==> config.mk <==
export PLATFORM = sky130hd
export DESIGN_NAME = prts_sequencer
export DESIGN_NICKNAME = d
export VERILOG_FILES = /design/src/prts_pkg.sv /design/src/prts_sequencer.sv /design/src/prts_sync.sv
export VERILOG_INCLUDE_DIRS = /design/src
export SDC_FILE = /design/constraint.sdc
export NUM_CORES = 1
export LEC_CHECK = 0
export ABC_CLOCK_PERIOD_IN_PS = 3700
export BUFFER_PORTS_ARGS = -buffer_cell sky130_fd_sc_hd__buf_2
export CORE_ASPECT_RATIO = 0.8
export CORE_MARGIN = 4
export CORE_UTILIZATION = 60
export CTS_CLUSTER_DIAMETER = 200
export DETAILED_ROUTE_END_ITERATION = 8
export PLACE_DENSITY_LB_ADDON = 0.25
export SLEW_MARGIN = 20
export SYNTH_ARGS = -nofsm -noshare
export SYNTH_HDL_FRONTEND = slang
export SYNTH_SLANG_ARGS = --single-unit
==> constraint.sdc <==
create_clock -name i_sys_clk -period 3.7 [get_ports i_sys_clk]
set_input_delay 0.555 -clock i_sys_clk [delete_from_list [all_inputs] [get_ports i_sys_clk]]
set_output_delay 0.555 -clock i_sys_clk [all_outputs]
set_load 0.005 [all_outputs]
==> src/prts_regs.svh <==
// Timing counts and reset values for the power transition reset sequencer.
// Assumes inclusion by bare name from the sequencer design files.
`ifndef PRTS_REGS_SVH
`define PRTS_REGS_SVH
`define PRTS_POR_CYCLES_A      4064
`define PRTS_POR_CYCLES_B      4096
`define PRTS_OPT_REFRESH_CYC   1024
`define PRTS_OPT_READ_CYC      4
`define PRTS_LVR_EN_DEFAULT    1'b0
`endif

==> src/prts_pkg.sv <==
// Types for the power transition reset sequencer.
// Assumes no other package.
package prts_pkg;
    typedef enum logic [1:0] {
        PRTS_OPT_IDLE = 2'b00,
        PRTS_OPT_READ = 2'b01,
        PRTS_OPT_WAIT = 2'b10
    } prts_opt_state_t;
endpackage : prts_pkg

==> src/prts_sequencer.sv <==
// Power transition reset sequencer: power-on delay, reset pin, low-supply reset.
// Assumes i_sys_clk is the oscillator clock; supply comparators and the pin
// are asynchronous; the option store answers a read with a data valid pulse.
// Overview of operation
// - After the oscillator starts, internal reset stays on for 4064 cycles, then releases.
// - The power-on delay length is a parameter, 4064 by default or 4096 for the other family.
// - After the delay expires, reset remains while the external low-active pin is held low.
// - While any internal reset source is present, the device drives the shared reset pin low.
// - Low-supply reset sets below the inhibit threshold and clears above recovery, or whenever the latched enable is off.
// - A low-supply reset counts whether from the internal detector or an outside supervisor.
// - While low-supply reset is asserted the delay counter is cleared and held, restarting after.
// - On variants with the option, oscillator start is inhibited during low-supply reset.
// - Option bits are read at power-up and re-read periodically during operation.
// - Each option value read is copied into a latch whose output drives the controlled logic.
// - Low-supply resets take effect only when the latched enable option allows them.
// - The option enable is not in effect until clocks run and the first read completes.
`timescale 1ns/1ps
`include "prts_regs.svh"
module prts_sequencer #(
    parameter int unsigned POR_CYCLES    = `PRTS_POR_CYCLES_A,
    parameter int unsigned REFRESH_CYC   = `PRTS_OPT_REFRESH_CYC,
    parameter int unsigned OPT_READ_CYC  = `PRTS_OPT_READ_CYC,
    parameter bit          OSC_INHIBIT   = 1'b1
) (
    // Clock and reset
    input  wire logic i_sys_clk,
    input  wire logic i_reset,
    // Reset pin, open drain
    input  wire logic i_rst_pin_n,
    output logic      o_rst_pin_n,
    output logic      o_rst_pin_oe_n,
    // Supply comparators
    input  wire logic i_below_supply_inhibit_threshold,
    input  wire logic i_above_supply_recovery_threshold,
    // Option bits store
    output logic      o_option_bits_store_rd,
    input  wire logic i_option_bits_store_valid,
    input  wire logic i_option_bits_store_lvr_en,
    // Status
    output logic      o_internal_reset,
    output logic      o_low_supply_reset,
    output logic      o_osc_enable,
    output logic      o_option_valid
);
    localparam int CW = $clog2(POR_CYCLES + 1);
    localparam int RW = $clog2(REFRESH_CYC + OPT_READ_CYC + 1);

    // Synchronised pins
    logic pin_n_s;
    logic below_s;
    logic above_s;

    prts_sync #(.RESET_VAL(1'b1)) u_pin (
        .i_sys_clk (i_sys_clk),
        .i_reset   (i_reset),
        .i_async   (i_rst_pin_n),
        .o_level   (pin_n_s)
    );
    prts_sync #(.RESET_VAL(1'b0)) u_below (
        .i_sys_clk (i_sys_clk),
        .i_reset   (i_reset),
        .i_async   (i_below_supply_inhibit_threshold),
        .o_level   (below_s)
    );
    prts_sync #(.RESET_VAL(1'b0)) u_above (
        .i_sys_clk (i_sys_clk),
        .i_reset   (i_reset),
        .i_async   (i_above_supply_recovery_threshold),
        .o_level   (above_s)
    );

    // Option read sequencer
    prts_pkg::prts_opt_state_t opt_state_r;
    prts_pkg::prts_opt_state_t opt_state_nxt;
    logic [RW-1:0]             opt_cnt_r;
    logic [RW-1:0]             opt_cnt_nxt;
    logic                      opt_rd_r;
    logic                      lvr_en_latch_r;
    logic                      opt_valid_r;
    wire                       opt_take = (opt_state_r == prts_pkg::PRTS_OPT_READ)
                                          && i_option_bits_store_valid;
    wire                       opt_timeout = (opt_state_r == prts_pkg::PRTS_OPT_READ)
                                             && (opt_cnt_r == RW'(OPT_READ_CYC));

    always_comb begin
        opt_state_nxt = opt_state_r;
        opt_cnt_nxt   = opt_cnt_r + RW'(1);
        unique case (opt_state_r)
            prts_pkg::PRTS_OPT_IDLE: begin
                opt_state_nxt = prts_pkg::PRTS_OPT_READ;
                opt_cnt_nxt   = '0;
            end
            prts_pkg::PRTS_OPT_READ: begin
                if (opt_take || opt_timeout) begin
                    opt_state_nxt = prts_pkg::PRTS_OPT_WAIT;
                    opt_cnt_nxt   = '0;
                end
            end
            prts_pkg::PRTS_OPT_WAIT: begin
                if (opt_cnt_r == RW'(REFRESH_CYC - 1)) begin
                    opt_state_nxt = prts_pkg::PRTS_OPT_READ;
                    opt_cnt_nxt   = '0;
                end
            end
            default: begin
                opt_state_nxt = prts_pkg::PRTS_OPT_IDLE;
                opt_cnt_nxt   = '0;
            end
        endcase
    end

    always_ff @(posedge i_sys_clk) begin
        if (i_reset) begin
            opt_state_r <= prts_pkg::PRTS_OPT_IDLE;
            opt_cnt_r   <= '0;
            opt_rd_r    <= 1'b0;
        end else begin
            opt_state_r <= opt_state_nxt;
            opt_cnt_r   <= opt_cnt_nxt;
            opt_rd_r    <= (opt_state_nxt == prts_pkg::PRTS_OPT_READ);
        end
    end

    always_ff @(posedge i_sys_clk) begin
        if (i_reset) begin
            lvr_en_latch_r <= `PRTS_LVR_EN_DEFAULT;
            opt_valid_r    <= 1'b0;
        end else if (opt_take) begin
            lvr_en_latch_r <= i_option_bits_store_lvr_en;
            opt_valid_r    <= 1'b1;
        end
    end

    // Low-supply reset with hysteresis
    logic lsr_r;
    wire  lvr_active = opt_valid_r && lvr_en_latch_r;
    wire  lsr_set    = below_s;
    wire  lsr_clr    = above_s && !below_s;

    always_ff @(posedge i_sys_clk) begin
        if (i_reset) begin
            lsr_r <= 1'b0;
        end else if (!lvr_active) begin
            lsr_r <= 1'b0;
        end else if (lsr_set) begin
            lsr_r <= 1'b1;
        end else if (lsr_clr) begin
            lsr_r <= 1'b0;
        end
    end

    // Power-on delay counter
    logic [CW-1:0] por_cnt_r;
    wire           por_done = (por_cnt_r == CW'(POR_CYCLES));
    wire           osc_en   = !(OSC_INHIBIT && lsr_r);

    always_ff @(posedge i_sys_clk) begin
        if (i_reset || lsr_r) begin
            por_cnt_r <= '0;
        end else if (!por_done && osc_en) begin
            por_cnt_r <= por_cnt_r + CW'(1);
        end
    end

    // Reset combination and pin drive
    wire  pin_low   = !pin_n_s;
    wire  own_reset = !por_done || lsr_r;
    wire  int_rst   = own_reset || pin_low;
    logic int_rst_r;
    logic drive_r;
    logic osc_en_r;

    always_ff @(posedge i_sys_clk) begin
        if (i_reset) begin
            int_rst_r <= 1'b1;
            drive_r   <= 1'b1;
            osc_en_r  <= 1'b1;
        end else begin
            int_rst_r <= int_rst;
            drive_r   <= own_reset;
            osc_en_r  <= osc_en;
        end
    end

    assign o_rst_pin_n            = 1'b0;
    assign o_rst_pin_oe_n         = !drive_r;
    assign o_internal_reset       = int_rst_r;
    assign o_low_supply_reset     = lsr_r;
    assign o_osc_enable           = osc_en_r;
    assign o_option_valid         = opt_valid_r;
    assign o_option_bits_store_rd = opt_rd_r;
endmodule : prts_sequencer

==> src/prts_sync.sv <==
// Three-stage synchroniser with agreement filter for pin inputs.
// Assumes the input is asynchronous to i_sys_clk.
`timescale 1ns/1ps
module prts_sync #(
    parameter logic RESET_VAL = 1'b1
) (
    // Clock and reset
    input  wire logic i_sys_clk,
    input  wire logic i_reset,
    // Pin in, filtered level out
    input  wire logic i_async,
    output logic      o_level
);
    logic s1_r;
    logic s2_r;
    logic s3_r;
    logic lvl_r;
    wire  agree = (s2_r == s3_r);

    always_ff @(posedge i_sys_clk) begin
        if (i_reset) begin
            s1_r  <= RESET_VAL;
            s2_r  <= RESET_VAL;
            s3_r  <= RESET_VAL;
            lvl_r <= RESET_VAL;
        end else begin
            s1_r <= i_async;
            s2_r <= s1_r;
            s3_r <= s2_r;
            if (agree) begin
                lvl_r <= s3_r;
            end
        end
    end

    assign o_level = lvl_r;
endmodule : prts_sync

==> results of run 1 <==
## synthesized netlist by cell type (all sizes together), types with 4 or more instances
library cell / n / area share [%]
nand2: 12 / 2.4
nor2b: 10 / 3.3
dfxtp: 44 / 46
clkbuf: 5 / 1.1
nor2: 22 / 4.4
nor4: 8 / 3.8
xnor2: 9 / 4.2
or2: 6 / 2.0
nand4: 4 / 2.1
xor2: 8 / 3.7
a21oi: 9 / 2.6
nand3: 10 / 2.6
inv: 12 / 2.4
ha: 8 / 5.3
## cell families after synthesis
| family | after synthesis | share of synthesized area (%) |
|---|---|---|
| flops | 44 | 46.44 |
| fa+ha+maj | 8 | 5.277 |
| xor+xnor | 17 | 7.850 |
| other cells | 1 | 0.1977 |
| compound gates | 21 | 8.180 |
| mux | 1 | 0.5277 |
| buf+inv | 18 | 3.825 |
| simple gates | 90 | 27.70 |
## layout make-up
class	instances	share of cell area (%)
multi-input cells	138	45.48
flip-flops and latches	44	42.46
clock buffers	6	3.981
repair buffers	12	2.895
well taps	38	2.292
inverters	12	2.171
clock inverters	2	0.7238
## through the flow
| step | area (sq um) | hold slack, ps |
|---|---|---|
| 2_1_floorplan | 1897 | 381.6 |
| 3_3_place_gp | 1977 | 393.9 |
| 3_5_place_dp | 1977 | 393.7 |
| 4_1_cts | 2074 | 413.7 |
| 5_1_grt | 2074 | 411.3 |
| 6_report | 2074 | 413.4 |
## power breakdown
part           internal [W]  total [W]  switching, W  leakage, nW
sequential         0.000489   0.000499     0.0000108        0.358
clock              0.000151   0.000317      0.000166       0.0434
combinational     0.0000331  0.0000808     0.0000477        0.362
## path summary, 6_finish.rpt
| check | startpoint | to | slack [ps] | cells past startpoint |
|---|---|---|---|---|
| setup / recovery | opt_cnt_r[0]$_SDFF_PP0_ | opt_cnt_r[9]$_SDFF_PP0_ | 1920 | 5 |
| hold / removal | u_pin.s1_r$_SDFF_PP1_ | u_pin.s2_r$_SDFF_PP1_ | 410 | 1 |
| setup reg to reg | opt_cnt_r[0]$_SDFF_PP0_ | opt_cnt_r[9]$_SDFF_PP0_ | 1920 | 5 |
| hold reg to reg | u_pin.s1_r$_SDFF_PP1_ | u_pin.s2_r$_SDFF_PP1_ | 410 | 1 |
## routing by layer
metal	vias to the layer above	wire length, um
li1	703	-
met1	659	1625
met2	25	1570
met3	8	160
met4	0	67
met5	-	0
==> metrics.md, run 1 <==
| Metric | Value |
|---|---|
| Status | `completed` |
| Combined flip-flop and latch cell area | `880.8 sq um` |
| Count of routing violations after the opening detailed-route iteration | `87` |
| Most frequent cells in the layout | `dfxtp_1, nor2_1, inv_1, nand2_1, buf_2` |
| Number of cells after detailed placement | `around 240` |
| Met3 layer usage reported by global route | `around 7%` |
| Routed wirelength normalized by instance count | `about 14 um` |
| TritonCTS clock tree | `yes` |
| Number of library cell types mapped by synthesis | `44` |
| Number of instances resized during post-cts repair | `0` |
| Max Root-Sink Buffers | `2` |
| Initial core utilization | `between 60% and 70%` |
| Synthesized netlist cell count | `200` |
| Detail Route Antenna Nets | `0` |
| Initial antenna violation count | `0` |
| Row count | `17` |
| Number of nets produced by synthesis | `215` |
| Most common cell after layout, fill and taps aside | `dfxtp_1` |
| Placer's final routability congestion estimate | `about 0.80` |
| Delay of the slowest critical-path stage | `between 400 and 500 ps` |
| Worst-skew pair later-pin latency | `300 ps` |
| Antenna Cells | `0` |
| Least setup slack across all paths after layout | `1915 ps` |
| Non-filler instance count after layout | `approximately 250` |
| HPWL after DPL | `approximately 2500 um` |
| Synth Flop Type | `dfxtp_1` |
| Via count of the first global-routing pass | `between 1000 and 1500` |
| Maximum clock frequency | `around 560 MHz` |
| Maximum VDD drop | `around 0.25 mV` |
| Data arrival time of the critical path | `around 2000 ps` |
| Dominant delay contributor by cell family on the critical path | `simple AND/OR/NAND/NOR gates` |
| Final count of pins violating max slew | `0` |
| Syn-to-layout area delta | `9.367%` |
| Setup repair after global routing missed its margin | `false` |
| Mean post-synth cell area | `around 9.5 sq um` |
| Die X | `roughly 71 um` |
| Syn Std Cell Area | `between 0.0015 and 0.002 sq mm` |
| Met2 track demand over resource in global routing | `between 20 and 30%` |
| Proportion of register bits with asynchronous set or reset after synthesis | `0%` |
| Number of flip-flops under the largest register name | `12` |
| Crit path max fanout | `9` |
| Fraction of met1 tracks used by global routing | `between 20 and 30%` |
| EDFF count, synth | `0` |
| TritonCTS Buffers | `5` |
| Max-capacitance violation count | `0` |
| 1st-pass router iterations | `4` |
| WP buf/inv | `0` |
| Final wirelength | `between 3000 and 4000 um` |
| Final setup skew | `approximately 5.9 ps` |
| End-of-flow core utilization | `slightly above 70%` |
| Global routing's busiest layer | `met2` |
| Final hold viol count | `0` |
| Shortest clock period the worst path allows after layout | `roughly 1800 ps` |
| Share of the yosys chip area belonging to registers | `46.44%` |
| Cts hold-fix bufs | `0` |
| Clk sink count | `44` |
| Critical path's slowest cell | `dfxtp_1` |
| Total of endpoints with negative setup slack in the final report | `0` |
| Leakage power | `roughly 0.76 nW` |
| Critical Path RT | `~3900 ps` |
| H-tree Lvls | `2` |
| Crit end category | `register` |
| Largest net degree at the start of global routing | `21` |
| Clock transition at the register clock pins on the worst setup and hold paths after CTS | `about 80 ps` |
| Total number of yosys warnings | `0` |
| Die Footprint | `a little over 0.004 sq mm` |
| Critical Path Start Type | `register` |
| Clock root buffer | `clkbuf_8` |
| Core area | `~0.0029 sq mm` |
| Filler Cells Inserted | `between 200 and 250` |
| Pre-CTS worst setup slack | `1842 ps` |
| Design Power | `between 0.0008 and 0.0009 W` |
| Count of port buffers added during placement | `12` |
| Total congestion overflow after global routing | `0` |
| Share of the cycle needed by the critical path after routing | `between 40 and 50%` |
| Fin nets | `228` |
| Post-CTS setup repair buffer count | `0` |
| DR DRC count | `0` |
| Class of the most critical hold timing path | `reg2reg` |
| Fraction of final layout cells with drive strength greater than 1 | `between 15 and 20%` |
| Power Density | `between 400 and 500 mW/mm^2` |
| Total GRT Usage | `between 10% and 20%` |
| Vias per cell | `~5.5` |
| I/O Pins | `14` |
| Category of the most critical setup path | `reg2reg` |
| Largest registers ranked by flip-flop count | `por_cnt_r (12), opt_cnt_r (11), opt_state_r (2)` |
| Count of state elements after synthesis | `44` |
| Wire length of the first global-routing pass | `6251 um` |
| Die Y-Extent | `between 50 and 60 um` |
| Crit path cell chain | `ha_1, and3_1, nand4_4, a32oi_2, nor2_1` |
| Largest register by flop count | `por_cnt_r` |
| Area used by multi-input combinational logic | `about 940 sq um` |
| Via count | `1395` |
| Accumulated negative setup slack | `0 ps` |
(Power assumes the default switching activity.)
==> run 2: changes to the inputs <==
- ABC_CLOCK_PERIOD_IN_PS: 3700 -> 1690
- CORE_UTILIZATION: 60 -> 58
- clock period: 3.7 -> 1.69 ns (I/O delays scaled with it)
==> metrics.md, run 2 (synthesis results as in run 1) <==
| Metric | Value |
|---|---|
| Met3 layer usage reported by global route | `6.441%` |
| Design Power | `0.002146 W` |
| Max Root-Sink Buffers | `2` |
| Most frequent cells in the layout | `dfxtp_1, nor2_1, inv_1, nand2_1, buf_2` |
| Core area | `between 0.003 and 0.004 sq mm` |
| Critical Path RT | `between 1500 and 2000 ps` |
| Total GRT Usage | `20.04%` |
| Power Density | `roughly 970 mW/mm^2` |
| Via count of the first global-routing pass | `around 1500` |
| Cts hold-fix bufs | `0` |
| Syn-to-layout area delta | `16.23%` |
| Fin nets | `between 200 and 250` |
| Clock transition at the register clock pins on the worst setup and hold paths after CTS | `80 ps` |
| Routed wirelength normalized by instance count | `~15 um` |
| Die Footprint | `~0.0043 sq mm` |
| Final wirelength | `about 3900 um` |
| Critical Path Start Type | `register` |
| Area used by multi-input combinational logic | `approximately 0.0010 sq mm` |
| Category of the most critical setup path | `reg2reg` |
| Largest net degree at the start of global routing | `19` |
| End-of-flow core utilization | `between 70% and 80%` |
| Worst-skew pair later-pin latency | `about 310 ps` |
| Clk sink count | `44` |
| Status | `completed` |
| Initial core utilization | `between 60% and 70%` |
| H-tree Lvls | `2` |
| Die X | `just over 70 um` |
| Class of the most critical hold timing path | `in2reg` |
| Share of the cycle needed by the critical path after routing | `between 90% and 100%` |
| Antenna Cells | `0` |
| Combined flip-flop and latch cell area | `884.6 sq um` |
| Fraction of final layout cells with drive strength greater than 1 | `about a quarter` |
| Maximum VDD drop | `roughly 0.65 mV` |
| Total congestion overflow after global routing | `0` |
| Initial antenna violation count | `0` |
| Final count of pins violating max slew | `0` |
| Crit path cell chain | `inv_1, ha_1, nor2b_2, and2_1, a32oi_2, buf_4, nor2_1` |
| Global routing's busiest layer | `met2` |
| Met2 track demand over resource in global routing | `about 35%` |
| Largest registers ranked by flip-flop count | `por_cnt_r (12), opt_cnt_r (11), opt_state_r (2)` |
| Max-capacitance violation count | `0` |
| Detail Route Antenna Nets | `0` |
| TritonCTS Buffers | `5` |
| Number of flip-flops under the largest register name | `12` |
| Wire length of the first global-routing pass | `approximately 6500 um` |
| Crit path max fanout | `9` |
| Placer's final routability congestion estimate | `between 0.8 and 0.9` |
| HPWL after DPL | `between 2000 and 3000 um` |
| Row count | `18` |
| Count of port buffers added during placement | `12` |
| Final setup skew | `9.329 ps` |
| DR DRC count | `0` |
| Vias per cell | `between 5 and 6` |
| Crit end category | `register` |
| Clock root buffer | `clkbuf_8` |
| Most common cell after layout, fill and taps aside | `dfxtp_1` |
| TritonCTS clock tree | `yes` |
| Filler Cells Inserted | `232` |
| I/O Pins | `14` |
| Critical path's slowest cell | `dfxtp_1` |
| Pre-CTS worst setup slack | `-8.255 ps` |
| Final hold viol count | `0` |
| Leakage power | `roughly 0.81 nW` |
| Largest register by flop count | `por_cnt_r` |
| Delay of the slowest critical-path stage | `approximately 370 ps` |
| 1st-pass router iterations | `4` |
| Data arrival time of the critical path | `1810 ps` |
| Shortest clock period the worst path allows after layout | `1609 ps` |
| Via count | `~1500` |
| Die Y-Extent | `between 50 and 60 um` |
| Total of endpoints with negative setup slack in the final report | `0` |
| Maximum clock frequency | `roughly 620 MHz` |
| Least setup slack across all paths after layout | `between 80 and 90 ps` |
| Count of routing violations after the opening detailed-route iteration | `129` |
| Setup repair after global routing missed its margin | `true` |
| Fraction of met1 tracks used by global routing | `between 20% and 30%` |
[run 2: changes by cell type in the layout (fill, tap and decap cells not counted), sizes merged]
| cell | before | now |
|---|---|---|
| buf | 12 | 18 |
| bufinv | 0 | 1 |
| clkbuf | 6 | 5 |
| clkinvlp | 2 | 1 |
| inv | 12 | 13 |
[run 2: stage by stage]
stage	cell area (sq um)	setup TNS [ps]	hold slack, ps	std cells
after global routing	2205	-6.993	132.0	260
after CTS	2157	0	126.7	260
after detailed placement	2017	-8.255	408.2	251
final	2205	0	135.0	260
after floorplan	1897	0	357.3	200
after global placement	2017	0	391.5	251
[run 2: path summary, 6_finish.rpt]
kind | end | depth (start not counted) | startpoint | slack [ps]
worst min-delay path | u_pin.s1_r$_SDFF_PP1_ | 2 | i_rst_pin_n | 130
worst max-delay path | opt_cnt_r[2]$_SDFF_PP0_ | 7 | opt_state_r[0]$_SDFF_PP0_ | 80
worst min register to register | u_pin.s2_r$_SDFF_PP1_ | 1 | u_pin.s1_r$_SDFF_PP1_ | 430
worst max register to register | opt_cnt_r[2]$_SDFF_PP0_ | 7 | opt_state_r[0]$_SDFF_PP0_ | 80
[run 2: layer usage]
layer | up-vias | share of wire (%) | wire length (um)
li1 | 710 | - | -
met1 | 705 | 42 | 1658
met2 | 63 | 49 | 1928
met3 | 17 | 5.9 | 233
met4 | 0 | 2.9 | 114
met5 | - | 0 | 0
[run 2: worst max-delay path, delay by kind of cell, from the launching register on]
kind / cells / cell delay (ps)
AO/OA/AOI/OAI: 1 / 170
adder cells (fa/ha/maj): 1 / 290
buffers and inverters: 2 / 290
flip-flops: 1 / 370
AND/OR/NAND/NOR: 3 / 390
[run 2: power by group]
part / switching (W) / total, W / internal (W)
clock network: 0.000379 / 0.000824 / 0.000445
registers: 0.0000240 / 0.00109 / 0.00107
logic: 0.000127 / 0.000227 / 0.0000998
[run 2: repair_timing]
| item | CTS | global route |
|---|---|---|
| endpoints found under the setup margin | 1 | 13 |
| setup buffers | 1 | 0 |
| resized for setup | 5 | 9 |
| pin swaps | 2 | 3 |
[run 2: area by class of cell]
class                   instances  area share, %
clock buffers                   5          3.121
repair buffers                 18          4.767
inverters                      12          2.043
clock inverters                 3          2.100
flip-flops and latches         44          40.12
multi-input cells             138          45.57
well taps                      40          2.270
